**config.mk**
```make
export PLATFORM = sky130hd
export DESIGN_NAME = mic_ctrl
export DESIGN_NICKNAME = d
export VERILOG_FILES = /design/src/pkg/mic_pkg.sv /design/src/hdl/mic_ctrl.sv
export SDC_FILE = /design/constraint.sdc
export NUM_CORES = 1
export LEC_CHECK = 0
export BUFFER_PORTS_ARGS = -buffer_cell sky130_fd_sc_hd__buf_2
export CAP_MARGIN = 15
export CORE_UTILIZATION = 49
export DETAILED_ROUTE_END_ITERATION = 8
export PLACE_DENSITY_LB_ADDON = 0.1
export SYNTH_ARGS = -nofsm -noshare
export SYNTH_HDL_FRONTEND = slang
export SYNTH_SLANG_ARGS = --single-unit
```
**constraint.sdc**
```tcl
create_clock -name mclk -period 2.2 [get_ports mclk]
set_clock_uncertainty 0.05 [all_clocks]
set_input_delay 0.11 -clock mclk [delete_from_list [all_inputs] [get_ports mclk]]
set_output_delay 0.11 -clock mclk [all_outputs]
set_load 0.01 [all_outputs]
```
**src/pkg/mic_pkg.sv**
```systemverilog
// constants, types and register map of the interrupt controller
//
// Function
// - ext_b_edge_sel picks trigger: 00 off, 01 rising, 10 falling, 11 both.
// - ext_a_edge_sel uses the same encoding; both fields reset to zero.
// - a source event sets that source's request flag.
// - a set flag with its enable low stays set but never vectors.
// - with global_irq_enable low no interrupt is taken at all.
// - taking an interrupt pushes the next address and loads the source vector.
// - return_from_irq pops the saved program counter so execution resumes.
// - servicing any interrupt clears global_irq_enable, blocking nesting.
// - requests arriving while global enable is low still set their flags.
// - while the stack is full no enabled request is acknowledged.
// - any flag rising wakes from sleep or idle; pre-set flags never wake.
// - a pin flag sets on the transition its edge field selects.
// - a shared pin acts as interrupt input only when enabled and an input.
// - servicing a pin interrupt clears its flag and the global enable.
// - pin pull-high selection stays in effect in interrupt use.
// - the source of external pin b is chosen by input_source_select.
// - two group interrupts, each from one timer's compare a and p matches.
// - a group flag sets whenever one of its member flags sets.
// - enabled group with a member request vectors to the shared group vector.
// - group service clears only group flag and global enable, members stay.
// - a comparator vectors only with global, its own and group enables set.
// - wake-up from a rising flag ignores all enable bits.
// - converter, tick and eeprom service clear their own flag too.
package mic_pkg;

    // register byte addresses, one aligned word each
    localparam logic [4:0] REG_EDGE = 5'h00;
    localparam logic [4:0] REG_PRIM = 5'h04;
    localparam logic [4:0] REG_SEC = 5'h08;
    localparam logic [4:0] REG_EXTB = 5'h0c;
    localparam logic [4:0] REG_GRP0 = 5'h10;
    localparam logic [4:0] REG_GRP1 = 5'h14;
    localparam logic [4:0] REG_SRC = 5'h18;
    localparam logic [7:0] REG_RESET = 8'h00;

    // field positions
    localparam int EDGE_A_LSB = 0;
    localparam int EDGE_B_LSB = 2;
    localparam int PRIM_GLOBAL = 0;
    localparam int EN_LSB = 0;
    localparam int FLAG_LSB = 4;
    localparam int SRC_SEL_BIT = 0;

    // edge-select encoding
    localparam logic [1:0] EDGE_OFF = 2'h0;
    localparam logic [1:0] EDGE_RISE = 2'h1;
    localparam logic [1:0] EDGE_FALL = 2'h2;
    localparam logic [1:0] EDGE_BOTH = 2'h3;

    // source index = priority rank, 0 highest
    localparam logic [2:0] SRC_EXT_A = 3'h0;
    localparam logic [2:0] SRC_GRP0 = 3'h1;
    localparam logic [2:0] SRC_GRP1 = 3'h2;
    localparam logic [2:0] SRC_CONV = 3'h3;
    localparam logic [2:0] SRC_EEPROM = 3'h4;
    localparam logic [2:0] SRC_TICK0 = 3'h5;
    localparam logic [2:0] SRC_TICK1 = 3'h6;
    localparam logic [2:0] SRC_EXT_B = 3'h7;

    // program vector addresses
    localparam logic [11:0] VEC_BASE = 12'h004;
    localparam logic [11:0] VEC_STEP = 12'h004;

    // peripheral event pulses
    typedef struct packed {
        logic tick0;
        logic tick1;
        logic eeprom_done;
        logic conv_done;
        logic s_cmp_a;
        logic s_cmp_p;
        logic p_cmp_a;
        logic p_cmp_p;
    } mic_events_s;

    typedef enum logic [0:0] {
        ST_RUN = 1'b0,
        ST_VECTOR = 1'b1
    } mic_state_e;

endpackage : mic_pkg

```
**src/hdl/mic_ctrl.sv**
```systemverilog
// interrupt controller: flags, enables, arbitration, vectoring and wake-up
`timescale 1ns/1ps
`default_nettype none

module mic_ctrl
    import mic_pkg::*;
(
    input wire logic mclk,                 // system clock
    input wire logic nrst,                 // async reset, active low
    input wire logic [4:0] address,        // avalon byte address
    input wire logic read,                 // avalon read
    input wire logic write,                // avalon write
    input wire logic [31:0] writedata,     // avalon write data
    input wire logic [3:0] byteenable,     // avalon byte lanes
    output logic [31:0] readdata,          // avalon read data
    output logic waitrequest,              // avalon wait
    input wire logic ext_pin_a,            // external pin a level
    input wire logic ext_pin_b_main,       // external pin b, default source
    input wire logic ext_pin_b_alt,        // external pin b, alternate source
    input wire logic pin_a_is_input,       // port direction of pin a
    input wire logic pin_b_is_input,       // port direction of pin b
    input wire logic pull_a_sel,           // pull-high choice, pin a
    input wire logic pull_b_sel,           // pull-high choice, pin b
    output logic pull_a_en,                // pull-high drive, pin a
    output logic pull_b_en,                // pull-high drive, pin b
    input wire mic_events_s events,        // peripheral event pulses
    input wire logic core_ready,           // core at instruction boundary
    input wire logic stack_full,           // core stack has no room
    input wire logic return_from_irq,                 // return_from_irq executed
    output logic irq_pending,              // enabled request waiting
    output logic irq_take,                 // push pc and load vector
    output logic [11:0] vector_addr,       // vector to load
    output logic stack_pop,                // pop saved pc
    output logic wake                      // wake-up pulse
);

    // ****************************************
    // helper functions
    // ****************************************

    // highest-priority set bit, lowest index wins
    function automatic logic [2:0] first_set(input logic [7:0] req);
        logic [2:0] idx;
        idx = 3'h0;
        for (int i = 7; i >= 0; i--)
        begin
            if (req[i])
            begin
                idx = 3'(i);
            end
        end
        return idx;
    endfunction : first_set

    // vector address of a source
    function automatic logic [11:0] vec_of(input logic [2:0] idx);
        return 12'(VEC_BASE + VEC_STEP * {9'h000, idx});
    endfunction : vec_of

    // ****************************************
    // state
    // ****************************************

    logic [3:0] edge_sel;           // {ext_b_edge_sel, ext_a_edge_sel}
    logic global_irq_enable;
    logic [7:0] src_en;             // indexed by source rank
    logic [7:0] src_flag;           // indexed by source rank
    logic [3:0] mem_en;             // {p_a, p_p, s_a, s_p} compare enables
    logic [3:0] mem_flag;           // {p_a, p_p, s_a, s_p} compare flags
    logic input_source_select;
    logic [7:0] next_flag;
    logic [3:0] next_mem;
    logic [7:0] flag_set;
    logic [3:0] mem_set;
    logic [1:0] grp_set;
    logic [1:0] pin_edge;
    logic [7:0] pend;
    logic [2:0] win;
    logic take_now;
    mic_state_e state;
    logic ack;
    logic wr_go;
    logic [7:0] wd;

    // ****************************************
    // avalon slave
    // ****************************************

    // one wait cycle on every access
    assign waitrequest = (read | write) & ~ack;
    assign wr_go = write & ack & byteenable[0];
    assign wd = writedata[7:0];

    always_ff @(posedge mclk or negedge nrst)
    begin
        if (!nrst)
            ack <= 1'b0;
        else
            ack <= (read | write) & ~ack;
    end

    // read data latched in the wait cycle, stands at the ack edge
    always_ff @(posedge mclk or negedge nrst)
    begin
        if (!nrst)
            readdata <= 32'h0000_0000;
        else if (read & ~ack)
        begin
            case (address)
                REG_EDGE: readdata <= {28'h0000000, edge_sel};
                REG_PRIM: readdata <= {25'h0000000, src_flag[SRC_GRP1], src_flag[SRC_GRP0],
                    src_flag[SRC_EXT_A], src_en[SRC_GRP1], src_en[SRC_GRP0],
                    src_en[SRC_EXT_A], global_irq_enable};
                REG_SEC: readdata <= {24'h000000, src_flag[SRC_TICK1], src_flag[SRC_TICK0],
                    src_flag[SRC_EEPROM], src_flag[SRC_CONV], src_en[SRC_TICK1],
                    src_en[SRC_TICK0], src_en[SRC_EEPROM], src_en[SRC_CONV]};
                REG_EXTB: readdata <= {27'h0000000, src_flag[SRC_EXT_B], 3'h0, src_en[SRC_EXT_B]};
                REG_GRP0: readdata <= {26'h0000000, mem_flag[1:0], 2'h0, mem_en[1:0]};
                REG_GRP1: readdata <= {26'h0000000, mem_flag[3:2], 2'h0, mem_en[3:2]};
                REG_SRC: readdata <= {31'h00000000, input_source_select};
                default: readdata <= 32'h0000_0000;
            endcase
        end
    end

    // ****************************************
    // control registers
    // ****************************************

    // edge selects, enables, source select
    always_ff @(posedge mclk or negedge nrst)
    begin
        if (!nrst)
        begin
            edge_sel <= REG_RESET[3:0];
            src_en <= REG_RESET;
            mem_en <= REG_RESET[3:0];
            input_source_select <= 1'b0;
        end
        else if (wr_go)
        begin
            case (address)
                REG_EDGE: edge_sel <= wd[3:0];
                REG_PRIM: src_en[2:0] <= wd[3:1];
                REG_SEC: src_en[6:3] <= {wd[3], wd[2], wd[1], wd[0]};
                REG_EXTB: src_en[SRC_EXT_B] <= wd[EN_LSB];
                REG_GRP0: mem_en[1:0] <= wd[1:0];
                REG_GRP1: mem_en[3:2] <= wd[1:0];
                REG_SRC: input_source_select <= wd[SRC_SEL_BIT];
                default: edge_sel <= edge_sel;
            endcase
        end
    end

    // global enable, cleared by hardware on every take
    always_ff @(posedge mclk or negedge nrst)
    begin
        if (!nrst)
            global_irq_enable <= 1'b0;
        else if (take_now)
            global_irq_enable <= 1'b0;
        else if (wr_go && address == REG_PRIM)
            global_irq_enable <= wd[PRIM_GLOBAL];
    end

    // ****************************************
    // external pins
    // ****************************************

    // pull-high stays as selected in any pin use
    always_ff @(posedge mclk or negedge nrst)
    begin
        if (!nrst)
        begin
            pull_a_en <= 1'b0;
            pull_b_en <= 1'b0;
        end
        else
        begin
            pull_a_en <= pull_a_sel;
            pull_b_en <= pull_b_sel;
        end
    end

    logic [1:0] pin_raw;
    logic [1:0] pin_ok;
    assign pin_raw = {input_source_select ? ext_pin_b_alt : ext_pin_b_main, ext_pin_a};
    assign pin_ok = {src_en[SRC_EXT_B] & pin_b_is_input,
                     src_en[SRC_EXT_A] & pin_a_is_input};

    // two-stage synchroniser plus history stage per pin
    genvar gp;
    generate
        for (gp = 0; gp < 2; gp++)
        begin : g_pin
            logic s1;
            logic s2;
            logic s3;
            logic [1:0] sel;
            assign sel = edge_sel[2*gp +: 2];
            always_ff @(posedge mclk or negedge nrst)
            begin
                if (!nrst)
                begin
                    s1 <= 1'b0;
                    s2 <= 1'b0;
                    s3 <= 1'b0;
                end
                else
                begin
                    s1 <= pin_raw[gp];
                    s2 <= s1;
                    s3 <= s2;
                end
            end
            // qualifying transition
            assign pin_edge[gp] = pin_ok[gp] &&
                (((sel == EDGE_RISE || sel == EDGE_BOTH) && s2 && !s3) ||
                 ((sel == EDGE_FALL || sel == EDGE_BOTH) && !s2 && s3));
        end
    endgenerate

    // ****************************************
    // request flags
    // ****************************************

    // member compare flags: set wins, never cleared by service
    always_comb
    begin
        mem_set = {events.p_cmp_a, events.p_cmp_p, events.s_cmp_a, events.s_cmp_p};
        next_mem = mem_flag;
        if (wr_go && address == REG_GRP0)
            next_mem[1:0] = wd[5:4];
        if (wr_go && address == REG_GRP1)
            next_mem[3:2] = wd[5:4];
        next_mem = next_mem | mem_set;
    end

    // a group flag follows any member flag rising
    assign grp_set = {|(next_mem[3:2] & ~mem_flag[3:2]),
                      |(next_mem[1:0] & ~mem_flag[1:0])};

    assign flag_set = {pin_edge[1], events.tick1, events.tick0, events.eeprom_done,
                       events.conv_done, grp_set, pin_edge[0]};

    // source flags: software write, service clear, then set on top
    always_comb
    begin
        next_flag = src_flag;
        if (wr_go && address == REG_PRIM)
            next_flag[2:0] = wd[6:4];
        if (wr_go && address == REG_SEC)
            next_flag[6:3] = {wd[7], wd[6], wd[5], wd[4]};
        if (wr_go && address == REG_EXTB)
            next_flag[SRC_EXT_B] = wd[FLAG_LSB];
        if (take_now)
            next_flag[win] = 1'b0;
        next_flag = next_flag | flag_set;
    end

    always_ff @(posedge mclk or negedge nrst)
    begin
        if (!nrst)
        begin
            src_flag <= REG_RESET;
            mem_flag <= REG_RESET[3:0];
        end
        else
        begin
            src_flag <= next_flag;
            mem_flag <= next_mem;
        end
    end

    // wake on any flag rising, enables ignored
    always_ff @(posedge mclk or negedge nrst)
    begin
        if (!nrst)
            wake <= 1'b0;
        else
            wake <= |(next_flag & ~src_flag) | |(next_mem & ~mem_flag);
    end

    // ****************************************
    // arbitration and vectoring
    // ****************************************

    // pending: flag and enable; groups need an enabled member too
    always_comb
    begin
        pend = src_flag & src_en;
        pend[SRC_GRP0] = pend[SRC_GRP0] & |(mem_flag[1:0] & mem_en[1:0]);
        pend[SRC_GRP1] = pend[SRC_GRP1] & |(mem_flag[3:2] & mem_en[3:2]);
    end

    assign win = first_set(pend);
    assign irq_pending = global_irq_enable & |pend;
    assign take_now = (state == ST_RUN) && core_ready && irq_pending
        && !stack_full;

    // take state: one cycle of push and vector load
    always_ff @(posedge mclk or negedge nrst)
    begin
        if (!nrst)
            state <= ST_RUN;
        else
        begin
            case (state)
                ST_RUN: state <= take_now ? ST_VECTOR : ST_RUN;
                ST_VECTOR: state <= ST_RUN;
                default: state <= ST_RUN;
            endcase
        end
    end

    assign irq_take = (state == ST_VECTOR);

    always_ff @(posedge mclk or negedge nrst)
    begin
        if (!nrst)
            vector_addr <= 12'h000;
        else if (take_now)
            vector_addr <= vec_of(win);
    end

    // return from handler pops the saved pc
    always_ff @(posedge mclk or negedge nrst)
    begin
        if (!nrst)
            stack_pop <= 1'b0;
        else
            stack_pop <= return_from_irq;
    end
endmodule : mic_ctrl

`default_nettype wire

```
==> metrics.yaml, run 1 <==
die:
  die_w_um: 80.27
  initial_core_util: 0.5070
  core-area_um2: 5921
  rows: 28
  die_area_um2: 6442
  fp.dieH_um: 80.27
  pin_count: 114
timing:
  hold_viol_final: 0
  fin_tns_setup_ns: 0
  rsz0062_at_grt: "no"
  period_needed_ns: 2.012
  setup_viol: 0
  maxSlewViolCount: 0
  period_share: 0.9147
  timing.fmax_mhz: 496.9
  slew_headroom: 0.6267
  worst_slew_pin_slew_ns: 0.5599
  setup_slack_ns: 0.1876
  whs_ns: 0.01001
yosys:
  synth.distinct_cells: 56
  async_flop_share: 1.000
  synth_top_cell_by_area: "dfrtp_1"
  ys_ff_latch: 54
  syn_area_per_cell_um2: 10.46
  syn_area_um2: 3002
  synth_edf_count: 0
  yosysWarnings: 0
  ys_seq_area_frac: 0.4502
  netlist.area_leader.share: 0.4502
  synth_cells: 287
  netlist_top_cells_area: "dfrtp_1, buf_4, mux2_2, o21ai_0, a22oi_1"
  ys.flop_type: "dfrtp_1"
final_layout:
  register_area_um2: 1351
  num-fill-cells: 523
  area_growth_pct: 16.59
  multi_input_area_um2: 1416
  layout.nets: 425
  insertedDiodeCount: 0
  drive_above_1_share: 0.2790
power:
  power_leakage_nw: 1.699
  power.density_nw_per_um2: 591.0
  ir_drop_uv: 338.4
  finalPower_mw: 2.068
clocking:
  clk_pin_slew_ns: 0.10
  numClockSinks: 54
  cts-root-buf: "clkbuf_8"
  ctsLongestPathBuffers: 2
  cts_tree: "done"
  cts.htree.levels: 2
  cts_buffers: 5
  worstSkewPairLatency_ns: 0.31
grt:
  grt_pass1_wl_um: 10970
  antenna_found_initial: 0
  grt_max_degree: 27
  grt_overflow: 0
  first_global_vias: 2147
  grt_usage: 0.2290
worst_setup_path:
  timing.rr.end: "vector_addr[3]$_DFFE_PN0N_"
  criticalPathCategory: "flop to output pin"
  rr_startpoint: "mem_flag[2]$_DFF_PN0_"
  reg2reg_depth: 7
  path_max_fanout: 6
  crit_arrival_ns: 1.85
  endpoint: "irq_pending"
  startpoint: "src_flag[6]$_DFF_PN0_"
  ff2ff_setup_slack_ns: 0.23
  end_kind: "output pin"
  cp.required_ns: 2.04
  start_kind: "flop"
placed_design:
  hpwlAfterDp_um: 5227
  place.gp.congestion: 0.8953
  dp_slack_ns: 0.2177
  io_buffers: 54
status:
  status: "finished, final reports clean"
detailed_routing:
  drt_pass1_iterations: 5
  totalWireLength_um: 6810
  drt-initial-drc-count: 128
  antenna_left: 0
  vias: 2400
  wl_per_cell_um: 15.58
  drc: 0
  routed_via_density: 5.492
run:
  maxCapViolCount: 0
worst_hold_path:
  hold_path_class: "primary input to flop"
worst min path at each step:
stage	from	endpoint	cells past startpoint
2_1_floorplan	nrst	ack$_DFF_PN0_	0
3_3_place_gp	nrst	readdata[3]$_DFFE_PN0P_	1
3_5_place_dp	nrst	readdata[0]$_DFFE_PN0P_	1
4_1_cts	writedata[2]	src_en[1]$_DFFE_PN0P_	2
5_1_grt	writedata[2]	src_en[5]$_DFFE_PN0P_	2
6_report	writedata[2]	src_en[5]$_DFFE_PN0P_	2
critical path, stage by stage (launching register included):
cell and delay, ns:
dfrtp_1 0.46, a22o_1 0.31, a221oi_1 0.36, buf_4 0.20, a21boi_0 0.07, buf_2 0.15
Yosys cell counts (3+ instances only):
master / number
nand2_1: 17
a21boi_0: 3
buf_4: 33
nor2_1: 15
inv_1: 11
nor3_1: 5
buf_6: 3
nand3_1: 4
mux2i_1: 8
clkbuf_1: 6
a22o_1: 4
dfrtp_1: 54
a21oi_1: 7
o21ai_0: 18
nand4_1: 5
mux2_2: 20
nor2b_1: 5
nor4_1: 3
a22oi_1: 12
a32o_1: 3
o211ai_1: 4
through the flow:
step | utilization | std cells | instance area [um^2]
6_report | 0.5911 | 437 | 3500
4_1_cts | 0.5911 | 437 | 3500
3_3_place_gp | 0.5473 | 413 | 3241
2_1_floorplan | - | 318 | 3118
5_1_grt | 0.5911 | 437 | 3500
3_5_place_dp | 0.5473 | 413 | 3241
where the power goes:
group | leakage [nW] | total [mW] | switching, mW | internal, mW
clock | 0.0478 | 0.592 | 0.332 | 0.260
sequential | 0.671 | 1.12 | 0.0564 | 1.06
combinational | 0.980 | 0.361 | 0.199 | 0.162
cells by family after synthesis:
logic type      after synthesis  synth area share
flops                        54            0.4502
buf+inv                      54            0.1167
other cells                   1          0.001249
mux                          30            0.1167
simple gates                 74            0.1363
fa+ha+maj                     1          0.004168
compound gates               73            0.1747
state kept, by name (all words and copies together) (netlist names), 2 cells and up:
register,flops
edge_sel,4
src_flag,8
src_en,8
g_pin.s1,2
g_pin.s3,2
mem_flag,4
g_pin.s2,2
mem_en,4
readdata,8
vector_addr,4
timing repair:
item	CTS	global route
hold buffers	16	0
endpoints found under the hold margin	39	0
resized for setup	0	1
endpoints found under the setup margin	0	2
buffers inserted	0	0
cells in the final DEF (no fill, tap or decap), drive strengths merged, types with 3 or more instances in the layout:
| master | Yosys | layout |
|---|---|---|
| nor2b | 5 | 5 |
| conb | 1 | 32 |
| a21oi | 7 | 7 |
| a32o | 3 | 3 |
| o221ai | 3 | 3 |
| nand2 | 17 | 17 |
| a22oi | 12 | 12 |
| nand4 | 5 | 5 |
| dlygate4sd3 | 0 | 16 |
| mux2 | 20 | 20 |
| buf | 37 | 63 |
| dfrtp | 54 | 54 |
| a21boi | 3 | 3 |
| o211ai | 4 | 4 |
| a211o | 4 | 4 |
| clkbuf | 6 | 6 |
| mux2i | 8 | 8 |
| nor3 | 5 | 5 |
| nand3 | 4 | 4 |
| nor4 | 3 | 3 |
| o21ai | 18 | 18 |
| inv | 11 | 12 |
| a22o | 4 | 4 |
| nor2 | 15 | 15 |
metal layers:
layer | wire length [um] | up-vias | GRT usage | share of wire
met4 | 72 | 0 | 0.06607 | 0.011
met3 | 350 | 7 | 0.03295 | 0.051
li1 | - | 1141 | - | -
met1 | 3181 | 1175 | 0.3217 | 0.47
met2 | 3205 | 77 | 0.3675 | 0.47
met5 | 0 | - | 0 | 0
final cells by class:
class,instances,share of cell area
clock buffer,6,0.02360
clock inverter,2,0.004648
inverter,11,0.01180
multi-input combinational,210,0.4047
sequential,54,0.3861
tap,75,0.02681
timing repair buffer,79,0.1423
Power figures use the tool's default switching activity.
==> run 2: changes to the inputs <==
--- a/config.mk
+++ b/config.mk
@@ -5,11 +5,13 @@
 export SDC_FILE = /design/constraint.sdc
 export NUM_CORES = 1
 export LEC_CHECK = 0
+export ABC_AREA = 1
 export BUFFER_PORTS_ARGS = -buffer_cell sky130_fd_sc_hd__buf_2
 export CAP_MARGIN = 15
 export CORE_UTILIZATION = 49
 export DETAILED_ROUTE_END_ITERATION = 8
 export PLACE_DENSITY_LB_ADDON = 0.1
+export SLEW_MARGIN = 20
 export SYNTH_ARGS = -nofsm -noshare
 export SYNTH_HDL_FRONTEND = slang
 export SYNTH_SLANG_ARGS = --single-unit
==> run 2 against run 1 <==
Fmax grew 2.2%. Die area shrank 1.1%. Critical path depth grew 7. Total power grew 5.1%. First-iteration DRC count grew 78%. Synthesized cell count grew 32%. Global-route usage shrank 0.33 points. Largest cell class is now sequential cells.
==> metrics.yaml, run 2 <==
status:
  status: "finished, final reports clean"
detailed_routing:
  drt-initial-drc-count: 228  # +78%
  vias: 2538  # +5.8%
  drt_pass1_iterations: 5  # unchanged
  drc: 0  # unchanged
  totalWireLength_um: 6671  # -2.0%
  antenna_left: 0  # unchanged
  wl_per_cell_um: 12.63  # -19%
  routed_via_density: 4.807  # -12%
die:
  die_area_um2: 6372  # -1.1%
  initial_core_util: 0.5229  # +0.01595
  fp.dieH_um: 79.83  # -0.55%
  die_w_um: 79.83  # -0.55%
  pin_count: 114  # unchanged
  core-area_um2: 5675  # -4.1%
  rows: 27  # -3.6%
timing:
  period_share: 0.8948  # -0.01989
  rsz0062_at_grt: "no"
  period_needed_ns: 1.969  # -0.04375 ns
  maxSlewViolCount: 0  # unchanged
  timing.fmax_mhz: 508.0  # +2.2%
  fin_tns_setup_ns: 0  # unchanged
  hold_viol_final: 0  # unchanged
  setup_slack_ns: 0.2314  # +0.04375 ns
  setup_viol: 0  # unchanged
final_layout:
  final_util: 0.6120  # +0.02091
  final_cell_mix: "nand2_1, dfrtp_1, buf_2"
  drive_above_1_share: 0.1842  # -0.09479
  area_growth_pct: 17.03
  top_regs: "readdata: 8 flops, src_en: 8 flops, src_flag: 8 flops"
  insertedDiodeCount: 0  # unchanged
  final_area_um2: 3473  # -0.75%
  layout_commonest_cell: "nand2_1"
  layout.nets: 519  # +22%
grt:
  grt_usage: 0.2258  # -0.003280
  grt_use_met3: 0.03086  # -0.002097
  first_global_vias: 2321  # +8.1%
  grt_pass1_wl_um: 10900  # -0.63%
  antenna_found_initial: 0  # unchanged
  grt-busiest-layer: "met2"
  grt_max_degree: 38  # +41%
  use_met2: 0.3752  # +0.007692
  grt_overflow: 0  # unchanged
  globalRouteMet1Util: 0.3104  # -0.01122
power:
  power_leakage_nw: 1.975  # +16%
  power.density_nw_per_um2: 626.0  # +5.9%
  ir_drop_uv: 315.6  # -6.7%
  finalPower_mw: 2.174  # +5.1%
worst_setup_path:
  timing.rr.end: "wake$_DFF_PN0_"
  rr_startpoint: "mem_en[3]$_DFFE_PN0P_"
  criticalPathCategory: "flop to flop"
  worstPathCellList: "nand2_1 -> nand2_1 -> a21boi_1 -> nand3b_1 -> nor2_1 -> nand3_1 -> nand2_1 -> nand2_1 -> nand2_1 -> nand2_1 -> nor2_1 -> nand2_1"
  end_kind: "flop"
  ff2ff_setup_slack_ns: 0.23  # about the same
  path_max_fanout: 5  # -1
  crit_top_cell: "nand2_1"
  crit_arrival_ns: 2.11  # +0.26 ns
  critPathMaxStageDelay_ns: 0.43  # -0.03 ns
  cp.required_ns: 2.35  # +0.31 ns
  start_kind: "flop"
  crit_slowest_cell: "dfrtp_1"
  reg2reg_depth: 12  # +5
worst_hold_path:
  hold_path_class: "primary input to flop"
  hold_depth: 3  # +1
  hp-start: "read"
  hold_end: "ack$_DFF_PN0_"
yosys:
  synth_common_cells: "nand2_1, dfrtp_1, inv_1, buf_4, o21ai_0"
  async_flop_share: 1.000  # unchanged
  synth_cells: 378  # +32%
  synth_edf_count: 0  # unchanged
  syn_area_um2: 2968  # -1.1%
  synth.most_common_cell: "nand2_1"
  netlist_top_cells_area: "dfrtp_1, nand2_1, buf_4, inv_1, o21ai_0"
  ys_seq_area_frac: 0.4553  # +0.005124
  synth_top_cell_by_area: "dfrtp_1"
  ys.flop_type: "dfrtp_1"
  synth.distinct_cells: 34  # -39%
  ys_ff_latch: 54  # unchanged
  syn_area_per_cell_um2: 7.851  # -25%
  netlist.area_leader.share: 0.4553  # +0.005124
  yosysWarnings: 0  # unchanged
placed_design:
  placed_area_um2: 3224  # -0.50%
  dp_slack_ns: 0.2701  # +0.05246 ns
  io_buffers: 54  # unchanged
  hpwlAfterDp_um: 5098  # -2.5%
  place.gp.congestion: 0.8683  # -3.0%
clocking:
  clk_pin_slew_ns: 0.10  # about the same
  cts_buffers: 5  # unchanged
  worstSkewPairLatency_ns: 0.30  # about the same
  cts_tree: "done"
  numClockSinks: 54  # unchanged
  cts.htree.levels: 2  # unchanged
  cts-root-buf: "clkbuf_8"
  ctsLongestPathBuffers: 2  # unchanged
run:
  maxCapViolCount: 0  # unchanged
run 2: cell count changes after synthesis, sizes merged, moves of 4 or more:
cell	delta
a211o	-4
a22oi	-12
clkbuf	-5
inv	+39
mux2	-17
mux2i	-8
nand2	+110
nand3	+12
nor2	+4
nor2b	-5
o21ai	+20
run 2: cell type report:
cell class | count | area, um^2
clock buffer | 6 | 82.58
sequential | 54 | 1351
inverter | 51 | 191.4
fill | 524 | 2202
clock inverter | 2 | 16.27
tap | 72 | 90.09
timing repair buffer | 76 | 485.5
multi-input combinational | 267 | 1256
run 2: kinds of logic after synthesis:
logic type	synth area share
other	0.001264
and+or+nand+nor	0.2475
DFF	0.4553
muxes	0.01138
xor gates and xnor gates	0.002952
adders and majority gates	0.004215
AOI/OAI and AO/OA	0.1168
buffers and inverters	0.1606
run 2: power by group:
group | switching, mW | internal, mW
sequential | 0.0646 | 1.07
combinational | 0.276 | 0.169
clock | 0.332 | 0.260
run 2: metal layers:
layer,vias up,share of wire
li1,1284,-
met1,1156,0.47
met2,94,0.48
met3,4,0.047
met4,0,0.0067
met5,-,0
run 2: worst max-delay path, delay by kind of cell, from the launching register on:
family	cells	cell delay [ns]
AO/OA/AOI/OAI	1	0.23
flip-flops	1	0.43
AND/OR/NAND/NOR	11	1.17
run 2: how the worst max path moves through the flow:
stage / start / end / slack [ns] / depth (start not counted)
final: mem_en[3]$_DFFE_PN0P_ / wake$_DFF_PN0_ / 0.23 / 12
after CTS: mem_en[3]$_DFFE_PN0P_ / wake$_DFF_PN0_ / 0.24 / 12
after global routing: mem_en[3]$_DFFE_PN0P_ / wake$_DFF_PN0_ / 0.03 / 12
after global placement: mem_en[3]$_DFFE_PN0P_ / wake$_DFF_PN0_ / 0.29 / 12
after floorplan: src_flag[0]$_DFF_PN0_ / wake$_DFF_PN0_ / 0.56 / 14
after detailed placement: mem_en[3]$_DFFE_PN0P_ / wake$_DFF_PN0_ / 0.27 / 12
run 2: timing repair:
| item | 4_1_cts | 5_1_grt |
|---|---|---|
| resized for setup | 0 | 0 |
| hold buffers | 15 | 0 |
| endpoints found under the hold margin | 30 | 0 |
| setup buffers | 0 | 0 |
run 2: metrics by stage:
| step | hold slack (ns) | cells |
|---|---|---|
| 2_1_floorplan | -0.2356 | 409 |
| 3_3_place_gp | 0.02685 | 505 |
| 3_5_place_dp | 0.02965 | 505 |
| 4_1_cts | 0.01542 | 528 |
| 5_1_grt | 0.01071 | 528 |
| 6_report | 0.01615 | 528 |
==> run 3: changes to the inputs <==
--- a/config.mk
+++ b/config.mk
@@ -8,7 +8,7 @@
 export ABC_AREA = 1
 export BUFFER_PORTS_ARGS = -buffer_cell sky130_fd_sc_hd__buf_2
 export CAP_MARGIN = 15
-export CORE_UTILIZATION = 49
+export CORE_UTILIZATION = 25
 export DETAILED_ROUTE_END_ITERATION = 8
 export PLACE_DENSITY_LB_ADDON = 0.1
 export SLEW_MARGIN = 20
==> constraint.sdc (replaced) <==
create_clock -name mclk -period 1.7 [get_ports mclk]
set_clock_uncertainty 0.05 [all_clocks]
set_input_delay 0.085 -clock mclk [delete_from_list [all_inputs] [get_ports mclk]]
set_output_delay 0.085 -clock mclk [all_outputs]
set_load 0.01 [all_outputs]
==> run 3 against run 2 <==
The flow now finishes with violations (design-rule violations, negative setup slack). Utilization decreased by 25 points. Cell count rose by 24%. Clock power increased by 100%. Critical path type unchanged.
==> metrics.yaml, run 3 (synthesized netlist as in run 2, its figures left out) <==
status:
  status: "complete, but fails checks"
  violations: "design-rule violations, negative setup slack"
power:
  power_frac_comb: 0.248  # +0.043
  finalPower_mw: 3.520  # +62%
  p_switching_mw: 1.030  # +53%
  power_leakage_nw: 2.273  # +15%
  power.density_nw_per_um2: 844.3  # +35%
  p_int_mw: 2.490  # +66%
  ir_drop_uv: 479.4  # +52%
  seqPwrFrac: 0.413  # -0.110
  switching_share: 0.2925  # -0.01700
  p_clk_frac: 0.339  # +0.067
timing:
  timing.fmax_mhz: 536.7  # +5.7%
  setup_viol: 3  # +3
  hold_viol_final: 0  # unchanged
  rsz0062_at_grt: "yes"
  setup_slack_ns: -0.1632  # -0.3946 ns
  fin_tns_setup_ns: -0.3267  # -0.3267 ns
  period_needed_ns: 1.863  # -0.1054 ns
  maxSlewViolCount: 0  # unchanged
  period_share: 1.096  # +0.2012
  whs_ns: 0.004858  # -0.01129 ns
grt:
  grt_max_degree: 55  # +45%
  use_met2: 0.2465  # -0.1287
  globalRouteMet1Util: 0.1938  # -0.1167
  grt_usage: 0.1490  # -0.07678
  grt-busiest-layer: "met2"
  grt_overflow: 0  # unchanged
  antenna_found_initial: 0  # unchanged
  grt_use_met3: 0.03663  # +0.005775
  grt_pass1_wl_um: 13990  # +28%
  first_global_vias: 2781  # +20%
die:
  rows: 39  # +44%
  die_area_um2: 12310  # +93%
  core-area_um2: 11520  # +100%
  fp.dieH_um: 111.0  # +39%
  die_w_um: 111.0  # +39%
  initial_core_util: 0.2577  # -0.2652
  pin_count: 114  # unchanged
worst_hold_path:
  hp-start: "events[2]"
  hold_path_class: "primary input to flop"
  hold_end: "mem_flag[0]$_DFF_PN0_"
  hold_depth: 3  # unchanged
final_layout:
  area_growth_pct: 40.47
  final_util: 0.3620  # -0.2500
  layout.cells.non_filler: 653  # +24%
  drive_above_1_share: 0.3412  # +0.1570
  layout.nets: 573  # +10%
  insertedDiodeCount: 0  # unchanged
  final_area_um2: 4169  # +20%
  final_cell_mix: "nand2_1, buf_4, buf_2"
  layout_commonest_cell: "nand2_1"
  top_regs: "readdata: 8 flops, src_en: 8 flops, src_flag: 8 flops"
detailed_routing:
  drt-initial-drc-count: 128  # -44%
  routed_via_density: 4.198  # -13%
  antenna_left: 0  # unchanged
  wl_per_cell_um: 13.05  # +3.3%
  drt_pass1_iterations: 6  # +1
  vias: 2741  # +8.0%
  drc: 16  # +16
  totalWireLength_um: 8523  # +28%
worst_setup_path:
  reg2reg_depth: 14  # +2
  end_kind: "flop"
  timing.rr.end: "wake$_DFF_PN0_"
  path_max_fanout: 3  # -2
  ff2ff_setup_slack_ns: -0.16  # -0.39 ns
  rr_startpoint: "src_flag[6]$_DFF_PN0_"
  crit_arrival_ns: 2.01  # -0.10 ns
  start_kind: "flop"
  cp.required_ns: 1.85  # -0.50 ns
  criticalPathCategory: "flop to flop"
clocking:
  worstSkewPairLatency_ns: 0.30  # about the same
  clk_pin_slew_ns: 0.07  # -0.03 ns
  cts-root-buf: "clkbuf_16"
  cts_buffers: 5  # unchanged
  numClockSinks: 54  # unchanged
  cts.htree.levels: 2  # unchanged
  cts_tree: "done"
  ctsLongestPathBuffers: 2  # unchanged
placed_design:
  hpwlAfterDp_um: 6564  # +29%
  io_buffers: 54  # unchanged
  dpl.cell_count: 623  # +23%
  dp_slack_ns: -0.2257  # -0.4958 ns
  placed_area_um2: 3666  # +14%
  place.gp.congestion: 0.8350  # -3.8%
run:
  maxCapViolCount: 0  # unchanged
[run 3: area by class of cell]
type | instances | area (um^2)
Clock buffer | 6 | 128.9
Fill cell | 1221 | 7347
Inverter | 51 | 191.4
Tap cell | 143 | 178.9
Timing Repair Buffer | 130 | 900.9
Multi-Input combinational cell | 267 | 1379
Sequential cell | 54 | 1353
Clock inverter | 2 | 37.54
[run 3: worst max-delay path by stage]
| stage | start | end | slack, ns | cells after the start |
|---|---|---|---|---|
| 2_1_floorplan | src_flag[0]$_DFF_PN0_ | wake$_DFF_PN0_ | 0.06 | 14 |
| 3_3_place_gp | src_flag[6]$_DFF_PN0_ | wake$_DFF_PN0_ | -0.19 | 14 |
| 3_5_place_dp | src_flag[6]$_DFF_PN0_ | wake$_DFF_PN0_ | -0.23 | 14 |
| 4_1_cts | mem_flag[0]$_DFF_PN0_ | wake$_DFF_PN0_ | -0.13 | 13 |
| 5_1_grt | src_en[1]$_DFFE_PN0P_ | wake$_DFF_PN0_ | -0.30 | 13 |
| 6_report | src_flag[6]$_DFF_PN0_ | wake$_DFF_PN0_ | -0.16 | 14 |
[run 3: repair_timing]
action,CTS,global route
cloned,0,0
hold buffers,13,0
endpoints found under the hold margin,65,0
setup endpoints to repair,5,12
setup buffers,6,3
pin swaps,24,19
gates resized for setup,27,17
[run 3: power groups by stage]
stage,combinational [mW],sequential [mW],clock [mW]
2_1_floorplan,0.395,1.49,0
3_3_place_gp,0.715,1.48,0
3_5_place_dp,0.717,1.48,0
4_1_cts,0.860,1.45,1.23
5_1_grt,0.977,1.47,1.29
6_report,0.874,1.45,1.19
[run 3: critical path, stage by stage, from the launching register on]
cell      delay, ns
dfrtp_2        0.45
nand2_2        0.09
nand2_2        0.06
nor2_2         0.12
nand3b_1       0.22
buf_6          0.14
nand2_2        0.05
inv_2          0.06
nand3_1        0.08
nand2_1        0.10
nand2_2        0.07
nand2_2        0.08
nand2_1        0.05
nor2_1         0.09
nand2_1        0.06
[run 3: metal layers]
| layer | share of wire | up-vias |
|---|---|---|
| met3 | 0.043 | 4 |
| met4 | 0.010 | 0 |
| li1 | - | 1397 |
| met1 | 0.47 | 1262 |
| met2 | 0.47 | 78 |
| met5 | 0 | - |
